$ cat config.mk
export PLATFORM = sky130hd
export DESIGN_NAME = scr_readout
export DESIGN_NICKNAME = d
export VERILOG_FILES = /design/src/rtl/scr_pkg.sv /design/src/rtl/scr_readout.sv
export SDC_FILE = /design/constraint.sdc
export NUM_CORES = 1
export LEC_CHECK = 0
export BUFFER_PORTS_ARGS = -buffer_cell sky130_fd_sc_hd__buf_4
export CELL_PAD_IN_SITES_DETAIL_PLACEMENT = 0
export CELL_PAD_IN_SITES_GLOBAL_PLACEMENT = 1
export CORE_ASPECT_RATIO = 0.9
export CORE_MARGIN = 3
export CORE_UTILIZATION = 44
export CTS_CLUSTER_SIZE = 10
export DETAILED_ROUTE_END_ITERATION = 8
export PLACE_DENSITY = 0.86
export SLEW_MARGIN = 15
export SYNTH_ARGS = -nofsm -noshare
export SYNTH_HDL_FRONTEND = slang
export SYNTH_SLANG_ARGS = --single-unit
$ cat constraint.sdc
create_clock -name sys_clk -period 5.01 [get_ports sys_clk]
set_clock_uncertainty 0.05 [all_clocks]
set_input_delay 0.501 -clock sys_clk [delete_from_list [all_inputs] [get_ports sys_clk]]
set_output_delay 0.501 -clock sys_clk [all_outputs]
set_load 0.005 [all_outputs]
$ cat src/rtl/scr_pkg.sv
// constants, encodings and carriers for the calibration pattern readout
// assumes commands arrive already sampled on sys_clk, one per cycle
//
// Contract
// - With pattern mode on, no read uses the array; only location 00b serves the pattern.
// - MR3 A[1:0] 00b gives the calibration pattern; other codes are reserved.
// - In pattern mode a read with auto-precharge performs no precharge.
// - Reset still works while pattern mode is on.
// - With A2 low, reads and writes use the array; A[1:0] ignored.
// - Lane bit 0 of each byte carries the pattern; others copy it or zero.
// - Pattern reads ignore bank, A[9:3], A10, A11 and other high bits.
// - BL8 returns beats 0..7; chopped reads pick lower or upper half by A2.
// - A12 selects chop on the fly only when MR0 allows; fixed chop also works.
// - Pattern reads use the same latency and timing as array reads.
// - Burst position 0 is the pattern LSB, position 7 the MSB.
// - Pattern alternates 0,1 starting with 0, for full and chopped bursts.
// - Chip select low with RAS, CAS, WE high is a no-operation.
// - Chip select high deselects; no command taken, bursts go on.
package scr_pkg;
	// --------------------------------------------------------------
	// command decode
	// --------------------------------------------------------------
	localparam logic [2:0] CMD_MRS = 3'h0;
	localparam logic [2:0] CMD_WR = 3'h4;
	localparam logic [2:0] CMD_RD = 3'h5;
	localparam logic [2:0] CMD_NOP = 3'h7;
	localparam logic [2:0] BANK_MR0 = 3'h0;
	localparam logic [2:0] BANK_MR3 = 3'h3;

	// --------------------------------------------------------------
	// mode register fields
	// --------------------------------------------------------------
	localparam int MR3_MPR_BIT = 2;
	localparam int MR0_BL_LSB = 0;
	localparam int ADDR_NIB_BIT = 2;
	localparam int ADDR_AP_BIT = 10;
	localparam int ADDR_BC_BIT = 12;
	localparam logic [1:0] LOC_PATTERN = 2'h0;
	localparam logic [1:0] BL_FIX8 = 2'h0;
	localparam logic [1:0] BL_OTF = 2'h1;
	localparam logic [1:0] BL_FIX4 = 2'h2;
	localparam logic [2:0] MR3_RESET = 3'h0;
	localparam logic [1:0] MR0_BL_RESET = 2'h0;

	// --------------------------------------------------------------
	// burst
	// --------------------------------------------------------------
	localparam logic [2:0] LAST_BL8 = 3'h7;
	localparam logic [2:0] LAST_BC4 = 3'h3;
	localparam logic [2:0] BEAT_FIRST = 3'h0;
	localparam logic [2:0] BEAT_STEP = 3'h1;

	// --------------------------------------------------------------
	// carriers
	// --------------------------------------------------------------
	typedef struct packed {
		logic cs_n;
		logic ras_n;
		logic cas_n;
		logic we_n;
	} scr_cmd_type;

	typedef struct packed {
		logic mpr;
		logic [1:0] loc;
		logic bc4;
		logic nib;
	} scr_entry_type;

	localparam int ENTRY_W = 5;

	typedef enum logic [1:0] {
		ST_IDLE = 2'b00,
		ST_WAIT = 2'b01,
		ST_BURST = 2'b10
	} scr_state_type;
endpackage

$ cat src/rtl/scr_readout.sv
// read command queue and the device-side readout engine
// assumes cmd, ba and addr are sampled on sys_clk; one beat per cycle
`timescale 1ns/100ps

// --------------------------------------------------------------
// small fifo
// --------------------------------------------------------------
module scr_fifo #(
	parameter int WIDTH = 8,
	parameter int DEPTH = 4
) (
	// clock
	input wire logic sys_clk,
	input wire logic rst,
	input wire logic ce,
	// fill side
	input wire logic in_valid,
	output logic in_ready,
	input wire logic [WIDTH-1:0] in_data,
	// drain side
	output logic out_valid,
	input wire logic out_ready,
	output logic [WIDTH-1:0] out_data
);
	localparam int AW = (DEPTH > 1) ? $clog2(DEPTH) : 1;
	localparam logic [AW:0] CNT_MAX = (AW+1)'(DEPTH);
	localparam logic [AW-1:0] PTR_MAX = AW'(DEPTH - 1);

	logic [WIDTH-1:0] mem_q [DEPTH];
	logic [AW-1:0] wr_q, wr_d, rd_q, rd_d;
	logic [AW:0] cnt_q, cnt_d;
	logic push, pop;

	function automatic logic [AW-1:0] ptr_next(input logic [AW-1:0] p);
		ptr_next = (p == PTR_MAX) ? '0 : p + 1'b1;
	endfunction

	assign in_ready = (cnt_q != CNT_MAX);
	assign out_valid = (cnt_q != '0);
	assign out_data = mem_q[rd_q];
	assign push = in_valid && in_ready;
	assign pop = out_valid && out_ready;

	always_comb begin
		wr_d = push ? ptr_next(wr_q) : wr_q;
		rd_d = pop ? ptr_next(rd_q) : rd_q;
		cnt_d = cnt_q;
		if (push && !pop) begin
			cnt_d = cnt_q + 1'b1;
		end else if (pop && !push) begin
			cnt_d = cnt_q - 1'b1;
		end
	end

	always_ff @(posedge sys_clk) begin
		if (rst) begin
			wr_q <= '0;
			rd_q <= '0;
			cnt_q <= '0;
		end else if (ce) begin
			wr_q <= wr_d;
			rd_q <= rd_d;
			cnt_q <= cnt_d;
		end
	end

	always_ff @(posedge sys_clk) begin
		if (ce && push) begin
			mem_q[wr_q] <= in_data;
		end
	end
endmodule

// --------------------------------------------------------------
// readout top
// --------------------------------------------------------------
module scr_readout #(
	parameter int READ_LAT = 5,
	parameter int QUEUE_DEPTH = 4,
	parameter bit LANE_REPLICATE = 1'b1
) (
	// clock and reset
	input wire logic sys_clk,
	input wire logic rst,
	input wire logic ce,
	// command and address
	input wire scr_pkg::scr_cmd_type cmd,
	input wire logic [2:0] ba,
	input wire logic [12:0] addr,
	// array side
	input wire logic [15:0] arr_rd_data,
	output logic arr_rd_strobe,
	output logic arr_wr_strobe,
	output logic arr_precharge,
	// data lanes
	output logic [15:0] dq_out,
	output logic dq_oe,
	output logic dqs_out,
	// status
	output logic cmd_stall,
	output logic mpr_active
);
	localparam int LW = $clog2(READ_LAT + 1);
	localparam logic [LW-1:0] LAT_LOAD = LW'(READ_LAT - 1);

	// ----------------------------------------------------------
	// command decode
	// ----------------------------------------------------------
	logic [2:0] op;
	logic sel, is_nop, is_mrs, is_rd, is_wr;

	assign sel = !cmd.cs_n;
	assign op = {cmd.ras_n, cmd.cas_n, cmd.we_n};
	assign is_nop = sel && (op == scr_pkg::CMD_NOP);
	assign is_mrs = sel && (op == scr_pkg::CMD_MRS);
	assign is_rd = sel && (op == scr_pkg::CMD_RD);
	assign is_wr = sel && (op == scr_pkg::CMD_WR);

	// ----------------------------------------------------------
	// mode registers
	// ----------------------------------------------------------
	logic [2:0] mr3_q, mr3_d;
	logic [1:0] bl_q, bl_d;
	logic mpr_on;

	assign mpr_on = mr3_q[scr_pkg::MR3_MPR_BIT];

	always_comb begin
		mr3_d = mr3_q;
		bl_d = bl_q;
		if (is_mrs && ba == scr_pkg::BANK_MR3) begin
			mr3_d = addr[2:0];
		end
		if (is_mrs && ba == scr_pkg::BANK_MR0) begin
			bl_d = addr[scr_pkg::MR0_BL_LSB +: 2];
		end
	end

	always_ff @(posedge sys_clk) begin
		if (rst) begin
			mr3_q <= scr_pkg::MR3_RESET;
			bl_q <= scr_pkg::MR0_BL_RESET;
		end else if (ce) begin
			mr3_q <= mr3_d;
			bl_q <= bl_d;
		end
	end

	// ----------------------------------------------------------
	// read queue
	// ----------------------------------------------------------
	scr_pkg::scr_entry_type ent_in, ent_out;
	logic q_ready, q_valid, q_pop, chop;
	logic [scr_pkg::ENTRY_W-1:0] q_data;

	// only pattern mode, location, chop and A2 survive; bank and other bits dropped
	always_comb begin
		chop = (bl_q == scr_pkg::BL_FIX4)
			|| (bl_q == scr_pkg::BL_OTF && !addr[scr_pkg::ADDR_BC_BIT]);
		ent_in.mpr = mpr_on;
		ent_in.loc = mr3_q[1:0];
		ent_in.bc4 = chop;
		ent_in.nib = chop && addr[scr_pkg::ADDR_NIB_BIT];
	end

	assign ent_out = scr_pkg::scr_entry_type'(q_data);

	scr_fifo #(
		.WIDTH(scr_pkg::ENTRY_W),
		.DEPTH(QUEUE_DEPTH)
	) u_queue (
		.sys_clk(sys_clk),
		.rst(rst),
		.ce(ce),
		.in_valid(is_rd),
		.in_ready(q_ready),
		.in_data(ent_in),
		.out_valid(q_valid),
		.out_ready(q_pop),
		.out_data(q_data)
	);

	// ----------------------------------------------------------
	// burst engine
	// ----------------------------------------------------------
	scr_pkg::scr_state_type st_q, st_d;
	scr_pkg::scr_entry_type cur_q, cur_d;
	logic [LW-1:0] lat_q, lat_d;
	logic [2:0] beat_q, beat_d;
	logic last;

	assign q_pop = (st_q == scr_pkg::ST_IDLE) && q_valid;
	assign last = (beat_q == (cur_q.bc4 ? scr_pkg::LAST_BC4 : scr_pkg::LAST_BL8));

	// one latency path for array and pattern reads
	always_comb begin
		st_d = st_q;
		cur_d = cur_q;
		lat_d = lat_q;
		beat_d = beat_q;
		case (st_q)
			scr_pkg::ST_IDLE: begin
				if (q_valid) begin
					cur_d = ent_out;
					lat_d = LAT_LOAD;
					st_d = scr_pkg::ST_WAIT;
				end
			end
			scr_pkg::ST_WAIT: begin
				if (lat_q == '0) begin
					beat_d = scr_pkg::BEAT_FIRST;
					st_d = scr_pkg::ST_BURST;
				end else begin
					lat_d = lat_q - 1'b1;
				end
			end
			scr_pkg::ST_BURST: begin
				beat_d = beat_q + scr_pkg::BEAT_STEP;
				if (last) begin
					st_d = scr_pkg::ST_IDLE;
				end
			end
			default: begin
				st_d = scr_pkg::ST_IDLE;
			end
		endcase
	end

	always_ff @(posedge sys_clk) begin
		if (rst) begin
			st_q <= scr_pkg::ST_IDLE;
			cur_q <= '0;
			lat_q <= '0;
			beat_q <= scr_pkg::BEAT_FIRST;
		end else if (ce) begin
			st_q <= st_d;
			cur_q <= cur_d;
			lat_q <= lat_d;
			beat_q <= beat_d;
		end
	end

	// ----------------------------------------------------------
	// beat data
	// ----------------------------------------------------------
	function automatic logic [7:0] lane_fill(input logic b);
		lane_fill = LANE_REPLICATE ? {8{b}} : {7'h00, b};
	endfunction

	logic [2:0] pos;
	logic pat_bit, in_burst, pat_src;

	assign in_burst = (st_q == scr_pkg::ST_BURST);
	assign pat_src = cur_q.mpr && (cur_q.loc == scr_pkg::LOC_PATTERN);
	// chopped upper half starts at position 4
	assign pos = cur_q.bc4 ? {cur_q.nib, beat_q[1:0]} : beat_q;
	assign pat_bit = pat_src && pos[0];

	// ----------------------------------------------------------
	// output registers
	// ----------------------------------------------------------
	logic [15:0] dq_q, dq_d;
	logic oe_q, oe_d, dqs_q, dqs_d, ard_q, ard_d;
	logic awr_q, awr_d, pre_q, pre_d, stall_q, stall_d;
	logic pat_beat_q, pat_beat_d, rfu_beat_q, rfu_beat_d;

	always_comb begin
		oe_d = in_burst;
		dqs_d = in_burst && !beat_q[0];
		dq_d = '0;
		if (in_burst) begin
			dq_d = cur_q.mpr ? {lane_fill(pat_bit), lane_fill(pat_bit)} : arr_rd_data;
		end
		ard_d = in_burst && !cur_q.mpr;
		awr_d = is_wr && !mpr_on;
		pre_d = is_rd && !mpr_on && addr[scr_pkg::ADDR_AP_BIT];
		stall_d = !q_ready;
		pat_beat_d = in_burst && pat_src;
		rfu_beat_d = in_burst && cur_q.mpr && !pat_src;
	end

	always_ff @(posedge sys_clk) begin
		if (rst) begin
			dq_q <= '0;
			oe_q <= 1'b0;
			dqs_q <= 1'b0;
			ard_q <= 1'b0;
			awr_q <= 1'b0;
			pre_q <= 1'b0;
			stall_q <= 1'b0;
			pat_beat_q <= 1'b0;
			rfu_beat_q <= 1'b0;
		end else if (ce) begin
			dq_q <= dq_d;
			oe_q <= oe_d;
			dqs_q <= dqs_d;
			ard_q <= ard_d;
			awr_q <= awr_d;
			pre_q <= pre_d;
			stall_q <= stall_d;
			pat_beat_q <= pat_beat_d;
			rfu_beat_q <= rfu_beat_d;
		end
	end

	assign dq_out = dq_q;
	assign dq_oe = oe_q;
	assign dqs_out = dqs_q;
	assign arr_rd_strobe = ard_q;
	assign arr_wr_strobe = awr_q;
	assign arr_precharge = pre_q;
	assign cmd_stall = stall_q;
	assign mpr_active = mpr_on;

	// ----------------------------------------------------------
	// checks
	// ----------------------------------------------------------
	a_nop_no_entry: assert property (@(posedge sys_clk) disable iff (rst || !ce)
		is_nop |=> (u_queue.cnt_q <= $past(u_queue.cnt_q)))
		else $error("nop queued a read");

	a_desel_no_write: assert property (@(posedge sys_clk) disable iff (rst || !ce)
		cmd.cs_n |=> !arr_wr_strobe && !arr_precharge)
		else $error("deselect acted as a command");

	a_mpr_no_array: assert property (@(posedge sys_clk) disable iff (rst || !ce)
		(in_burst && cur_q.mpr) |=> !arr_rd_strobe && dq_oe)
		else $error("pattern read touched the array");

	a_rda_no_precharge: assert property (@(posedge sys_clk) disable iff (rst || !ce)
		(is_rd && mpr_on) |=> !arr_precharge)
		else $error("precharge during pattern mode");

	a_normal_uses_array: assert property (@(posedge sys_clk) disable iff (rst || !ce)
		(in_burst && !cur_q.mpr) |=> arr_rd_strobe && dq_out == $past(arr_rd_data))
		else $error("array read not passed through");

	a_rfu_lanes_zero: assert property (@(posedge sys_clk) disable iff (rst || !ce)
		rfu_beat_q |-> dq_out == 16'h0000)
		else $error("reserved source drove data");

	a_lane_copy: assert property (@(posedge sys_clk) disable iff (rst || !ce)
		pat_beat_q |-> dq_out[7:0] == dq_out[15:8] && (dq_out[7:1] == '0 || dq_out[7:1] == {7{dq_out[0]}}))
		else $error("lane mapping wrong");

	a_pattern_alt: assert property (@(posedge sys_clk) disable iff (rst || !ce)
		($rose(dq_oe) && pat_beat_q) |-> !dq_out[0] ##1 dq_out[0] ##1 !dq_out[0] ##1 dq_out[0])
		else $error("pattern not 0,1,0,1");

	a_bc4_len: assert property (@(posedge sys_clk) disable iff (rst || !ce)
		(st_q == scr_pkg::ST_WAIT && lat_q == '0 && cur_q.bc4) |=> ##1 dq_oe [*4] ##1 !dq_oe)
		else $error("chopped burst length wrong");

	a_bl8_len: assert property (@(posedge sys_clk) disable iff (rst || !ce)
		(st_q == scr_pkg::ST_WAIT && lat_q == '0 && !cur_q.bc4) |=> ##1 dq_oe [*8] ##1 !dq_oe)
		else $error("full burst length wrong");

	a_reset_clears: assert property (@(posedge sys_clk)
		rst |=> !mpr_active && !dq_oe)
		else $error("reset did not clear pattern mode");
endmodule

==> results of run 1 <==
[metal layers]
metal	track usage, %	part of all wire, %	vias to the layer above
li1	-	-	1109
met1	20.4	47	1031
met2	27.5	47	51
met3	5.53	5.0	6
met4	4.67	1.1	0
met5	0	0	-
[final timing paths]
path / end / slack (ps) / cells past startpoint
min reg2reg: dq_out[1] / 410 / 2
max reg2reg: u_queue.cnt_q[2] / 2650 / 8
max: u_queue.cnt_q[2] / 2650 / 8
min: mr3_q[2] / 360 / 3
[cells in the mapped netlist (3+ instances only)]
cell      instances
dfxtp_1          46
nand2_1          32
a21oi_1          31
o211ai_1         18
edfxtp_1         16
or2_2            16
clkbuf_1         12
nor2_1           12
o21ai_0          10
ha_1              9
inv_1             8
mux2i_1           7
nand3_1           7
and2_1            5
nand2b_1          5
mux4_2            4
nor3_1            4
nor3b_1           4
nand3b_1          3
xor2_1            3
[cell families after synthesis]
family          after synthesis  synth area share, %
mux                          14                 6.89
simple gates                103                 19.5
flops                        62                 48.8
buf+inv                      27                 4.32
compound gates               67                 14.6
xor+xnor                      4                 1.22
fa+ha+maj                    10                 4.62
[worst max-delay path, delay by kind of cell, from the launching register on]
kind	cells	cell delay, ps
flops	1	360
buf+inv	1	60
xor+xnor	1	150
fa+ha+maj	2	560
simple gates	3	970
compound gates	1	140
[power by group]
group	switching, mW	internal [mW]	leakage [nW]	total, mW
Clock	0.184	0.250	0.104	0.434
Combinational	0.145	0.132	0.712	0.277
Sequential	0.0508	0.547	0.514	0.598
Total	0.380	0.929	1.33	1.31
[flip-flops by register name, summed over array words and instances, names as in the netlist, 3 cells and up]
register	flops
beat_q	3
cur_q	4
dq_out	16
lat_q	3
mr3_q	3
u_queue.cnt_q	3
u_queue.mem_q	16
[metrics by stage]
stage | area, µm² | power [mW] | cells | setup slack [ps] | hold WS, ps
after CTS | 3490 | 1.32 | 425 | 2630 | 345
after floorplan | 2870 | 0.821 | 287 | 2840 | 385
after detailed placement | 3290 | 0.884 | 409 | 2590 | 406
final | 3490 | 1.31 | 425 | 2650 | 364
after global placement | 3290 | 0.877 | 409 | 2650 | 395
after global routing | 3490 | 1.39 | 425 | 2500 | 373
[area by class of cell]
| class | instances | area share, % |
|---|---|---|
| inverter | 9 | 0.967 |
| clock buffer | 14 | 5.55 |
| clock inverter | 2 | 0.358 |
| multi-input combinational | 198 | 38.5 |
| tap | 87 | 3.12 |
| timing repair buffer | 53 | 11.4 |
| sequential | 62 | 40.1 |
==> flow_summary.ini, run 1 <==
[sta]
finalHoldViolCount = 0
fin_crit_ps = 2360
rsz0062_at_grt = false
finalMaxSlewViolations = 0
slew_headroom_pct = 32.2
max_freq_mhz = 423
finalSetupTns_ps = 0
finalCritPeriodShare_pct = 47.1
tightest_slew_ps = 1010
setup_viol = 0

[synthesis]
synth_fp_nets = 336
syn_area_um2 = 2870
synth-seq-cells = 62
ys_async_sr_fraction_pct = 0
synth_warnings = 0
synth_top_area_share_pct = 32.1
synth_flop_cell = dfxtp_1
synth_largest_area_cell = dfxtp_1
synth_edf_count = 16
synth.area.top_cells = dfxtp_1 32%, edfxtp_1 17%, a21oi_1 5.4%
synth-seq-area-share_pct = 48.8
syn_inst = 287
syn_avg_cell_area_um2 = 10.0
synth_cell_types = 49

[detailed_routing]
route.detailed.drc = 0
routed_wl_mm = 5.90
vias_per_cell = 5.17
dr.pass1.iters = 4
vias = 2197
wl_per_cell_um = 13.9
ant_nets = 0
drt_iter0_drc = 99

[pwr]
power_density_nw_per_um2 = 375
p_leak_nw = 1.33
irDropWorstVdd_mv = 0.204

[final_layout]
syn_to_final_growth_pct = 21.7
final_nets = 382
utilization_pct = 56.2
layout_common_cells = 53 x buf_4, 46 x dfxtp_1, 32 x nand2_1, 31 x a21oi_1, 18 x o211ai_1
antenna_cells = 0
drive_above_1_share_pct = 28.1
n_fill_cell = 577
seq_area_um2 = 1400
mostFrequentLayoutCell = buf_4
multi_input_area_um2 = 1340

[place]
dpl.hpwl_mm = 4.08
gp_congestion = 0.761
io_buffers = 53

[cts]
cts-htree-levels = 3
clk_latency_ps = 340
cts_buffers = 9
clockBufferDepth = 2
clkTransAtPathRegs_ps = 70
ctsHoldBuffers = 0
clock_sinks = 62
cts_root_buf = clkbuf_8
tritoncts = built
cts_resized = 0
cts_setup_buffers = 0

[die]
initial_core_util_pct = 46.2
dieArea_um2 = 7530
die_w_um = 91.1
rows = 27
core_um2 = 6220
die_y_um = 82.6
ioPinCount = 62

[critical_path]
crit_arrival_ps = 2580
startpoint = u_queue.cnt_q[0]
path_class = flop to flop
worstPathMaxFanout = 8
worstSetupEndpointType = flop
required_ps = 5230
cp-start-kind = flop
cp_cell_sequence = or3_1 > nand2_1 > ha_1 > inv_1 > fa_1 > xor2_1 > or3_1 > a21oi_1
crit_top_cell = or3_1
slowest_delay_ps = 530
r2r-start = u_queue.cnt_q[0]
slowest_stage = or3_1

[global_routing]
grt_pass1_vias = 2102
track_usage_pct = 16.4
grt_pass1_wl_mm = 9.78
grt_antenna_before_repair = 0
overflow = 0
grt_start_max_net_pins = 43

[run]
maxCapViolCount = 0

[min_path]
hp-class = input port to flop
min-delay-start = addr[2]

[outcome]
outcome = completed
Power figures use the tool's default switching activity.
==> run 2: changes to the inputs <==
--- a/config.mk
+++ b/config.mk
@@ -10,10 +10,10 @@
 export CELL_PAD_IN_SITES_GLOBAL_PLACEMENT = 1
 export CORE_ASPECT_RATIO = 0.9
 export CORE_MARGIN = 3
-export CORE_UTILIZATION = 44
+export CORE_UTILIZATION = 41
 export CTS_CLUSTER_SIZE = 10
 export DETAILED_ROUTE_END_ITERATION = 8
-export PLACE_DENSITY = 0.86
+export PLACE_DENSITY = 0.81
 export SLEW_MARGIN = 15
 export SYNTH_ARGS = -nofsm -noshare
 export SYNTH_HDL_FRONTEND = slang
==> constraint.sdc (replaced) <==
create_clock -name sys_clk -period 2.4 [get_ports sys_clk]
set_clock_uncertainty 0.05 [all_clocks]
set_input_delay 0.24 -clock sys_clk [delete_from_list [all_inputs] [get_ports sys_clk]]
set_output_delay 0.24 -clock sys_clk [all_outputs]
set_load 0.005 [all_outputs]
==> run 2 against run 1 <==
Effect of this change: flip-flop and latch count stayed put; global-route usage is 1.0 points lower; critical path depth did not move; power rose by 120%; first-iteration DRC count shrank 23%; combinational power grew 140%; critical path type unchanged; critical endpoint unchanged; largest cell class unchanged.
==> flow_summary.ini, run 2 (synthesized netlist as in run 1, its figures left out) <==
[cts]
cts_root_buf = clkbuf_8
tritoncts = built
clkTransAtPathRegs_ps = 70
cts_setup_buffers = 0
clk_latency_ps = 330
ctsHoldBuffers = 0
cts-htree-levels = 3
clockBufferDepth = 2
cts_resized = 0
clock_sinks = 62
cts_buffers = 9

[outcome]
outcome = completed

[die]
ioPinCount = 62
core_um2 = 6690
die_w_um = 94.2
die_y_um = 85.4
dieArea_um2 = 8040
initial_core_util_pct = 42.9
rows = 28

[detailed_routing]
routed_wl_mm = 5.77
vias = 2205
vias_per_cell = 5.05
dr.pass1.iters = 4
ant_nets = 0
drt_iter0_drc = 76
route.detailed.drc = 0
wl_per_cell_um = 13.2

[place]
dpl.hpwl_mm = 4.07
io_buffers = 53
dp.cells = 421
gp_congestion = 0.742

[critical_path]
startpoint = u_queue.cnt_q[0]
cp-start-kind = flop
cp_cell_sequence = or3_1 > nand2_1 > ha_1 > inv_1 > fa_1 > xor2_1 > or3_1 > a21oi_1
required_ps = 2610
crit_arrival_ps = 2370
r2r_cells = 8
slowest_stage = or3_1
crit_top_cell = or3_1
worstPathMaxFanout = 5
slowest_delay_ps = 400
worstSetupEndpointType = flop
r2r-start = u_queue.cnt_q[0]
path_class = flop to flop

[min_path]
whs_path_depth = 3
min-delay-start = addr[2]
hp-class = input port to flop

[sta]
fin_crit_ps = 2160
slew_headroom_pct = 64.2
max_freq_mhz = 463
setup_viol = 0
finalCritPeriodShare_pct = 89.9
tightest_slew_ps = 534
finalHoldViolCount = 0
finalMaxSlewViolations = 0
holdWs_ps = 112
rsz0062_at_grt = false
finalSetupTns_ps = 0

[final_layout]
syn_to_final_growth_pct = 24.7
drive_above_1_share_pct = 30.3
final_nets = 391
antenna_cells = 0
final_cells = 437
layout_common_cells = 62 x buf_4, 46 x dfxtp_1, 32 x nand2_1, 31 x a21oi_1, 18 x o211ai_1
mostFrequentLayoutCell = buf_4

[global_routing]
grt_start_max_net_pins = 43
grt_antenna_before_repair = 0
overflow = 0
grt_pass1_vias = 2176
grt_pass1_wl_mm = 9.91
track_usage_pct = 15.4

[run]
maxCapViolCount = 0

[pwr]
p_leak_nw = 1.39
power_density_nw_per_um2 = 805
irDropWorstVdd_mv = 0.395
[run 2: cell types whose count changed in the layout (fill, tap and decap cells not counted), sizes merged]
cell,previous run,this run
buf,53,62
clkbuf,14,9
clkinv,2,5
bufinv,0,2
clkinvlp,1,0
inv,8,9
[run 2: final timing paths]
kind / to / slack (ps)
max: u_queue.cnt_q[2] / 240
min: mr3_q[2] / 110
max reg2reg: u_queue.cnt_q[2] / 240
min reg2reg: dq_out[0] / 410
[run 2: stage by stage]
step / utilization (%) / cell area, µm² / power (mW) / setup WS (ps)
5_1_grt: 53.5 / 3580 / 3.06 / 97.5
3_5_place_dp: 50.2 / 3360 / 1.91 / 241
2_1_floorplan: - / 2870 / 1.71 / 229
3_3_place_gp: 50.2 / 3360 / 1.90 / 277
6_report: 53.5 / 3580 / 2.88 / 242
4_1_cts: 53.5 / 3580 / 2.92 / 222
[run 2: cell type report]
| cell class | count | area, µm² |
|---|---|---|
| fillers | 608 | 3110 |
| flip-flops and latches | 62 | 1400 |
| multi-input cells | 198 | 1340 |
| repair buffers | 62 | 465 |
| clock buffers | 9 | 124 |
| well taps | 90 | 113 |
| clock inverters | 7 | 96.3 |
| inverters | 9 | 33.8 |
[run 2: worst max-delay path, delay by kind of cell (launching register included)]
| kind | cells | cell delay [ps] |
|---|---|---|
| xor gates and xnor gates | 1 | 160 |
| and+or+nand+nor | 3 | 770 |
| adders and majority gates | 2 | 550 |
| DFF | 1 | 360 |
| AOI/OAI and AO/OA | 1 | 140 |
| buffers and inverters | 1 | 60 |
[run 2: metal layers]
layer | track usage [%] | up-vias | wire length (µm)
met2 | 24.7 | 49 | 2710
met4 | 3.54 | 0 | 34
met5 | 0 | - | 0
met3 | 5.50 | 2 | 295
met1 | 20.0 | 1025 | 2730
li1 | - | 1129 | -
[run 2: power by group]
group | switching, mW | internal [mW] | total [mW] | leakage [nW]
Combinational | 0.346 | 0.331 | 0.677 | 0.757
Sequential | 0.0688 | 1.14 | 1.21 | 0.514
Clock | 0.406 | 0.588 | 0.993 | 0.114
Total | 0.821 | 2.06 | 2.88 | 1.39
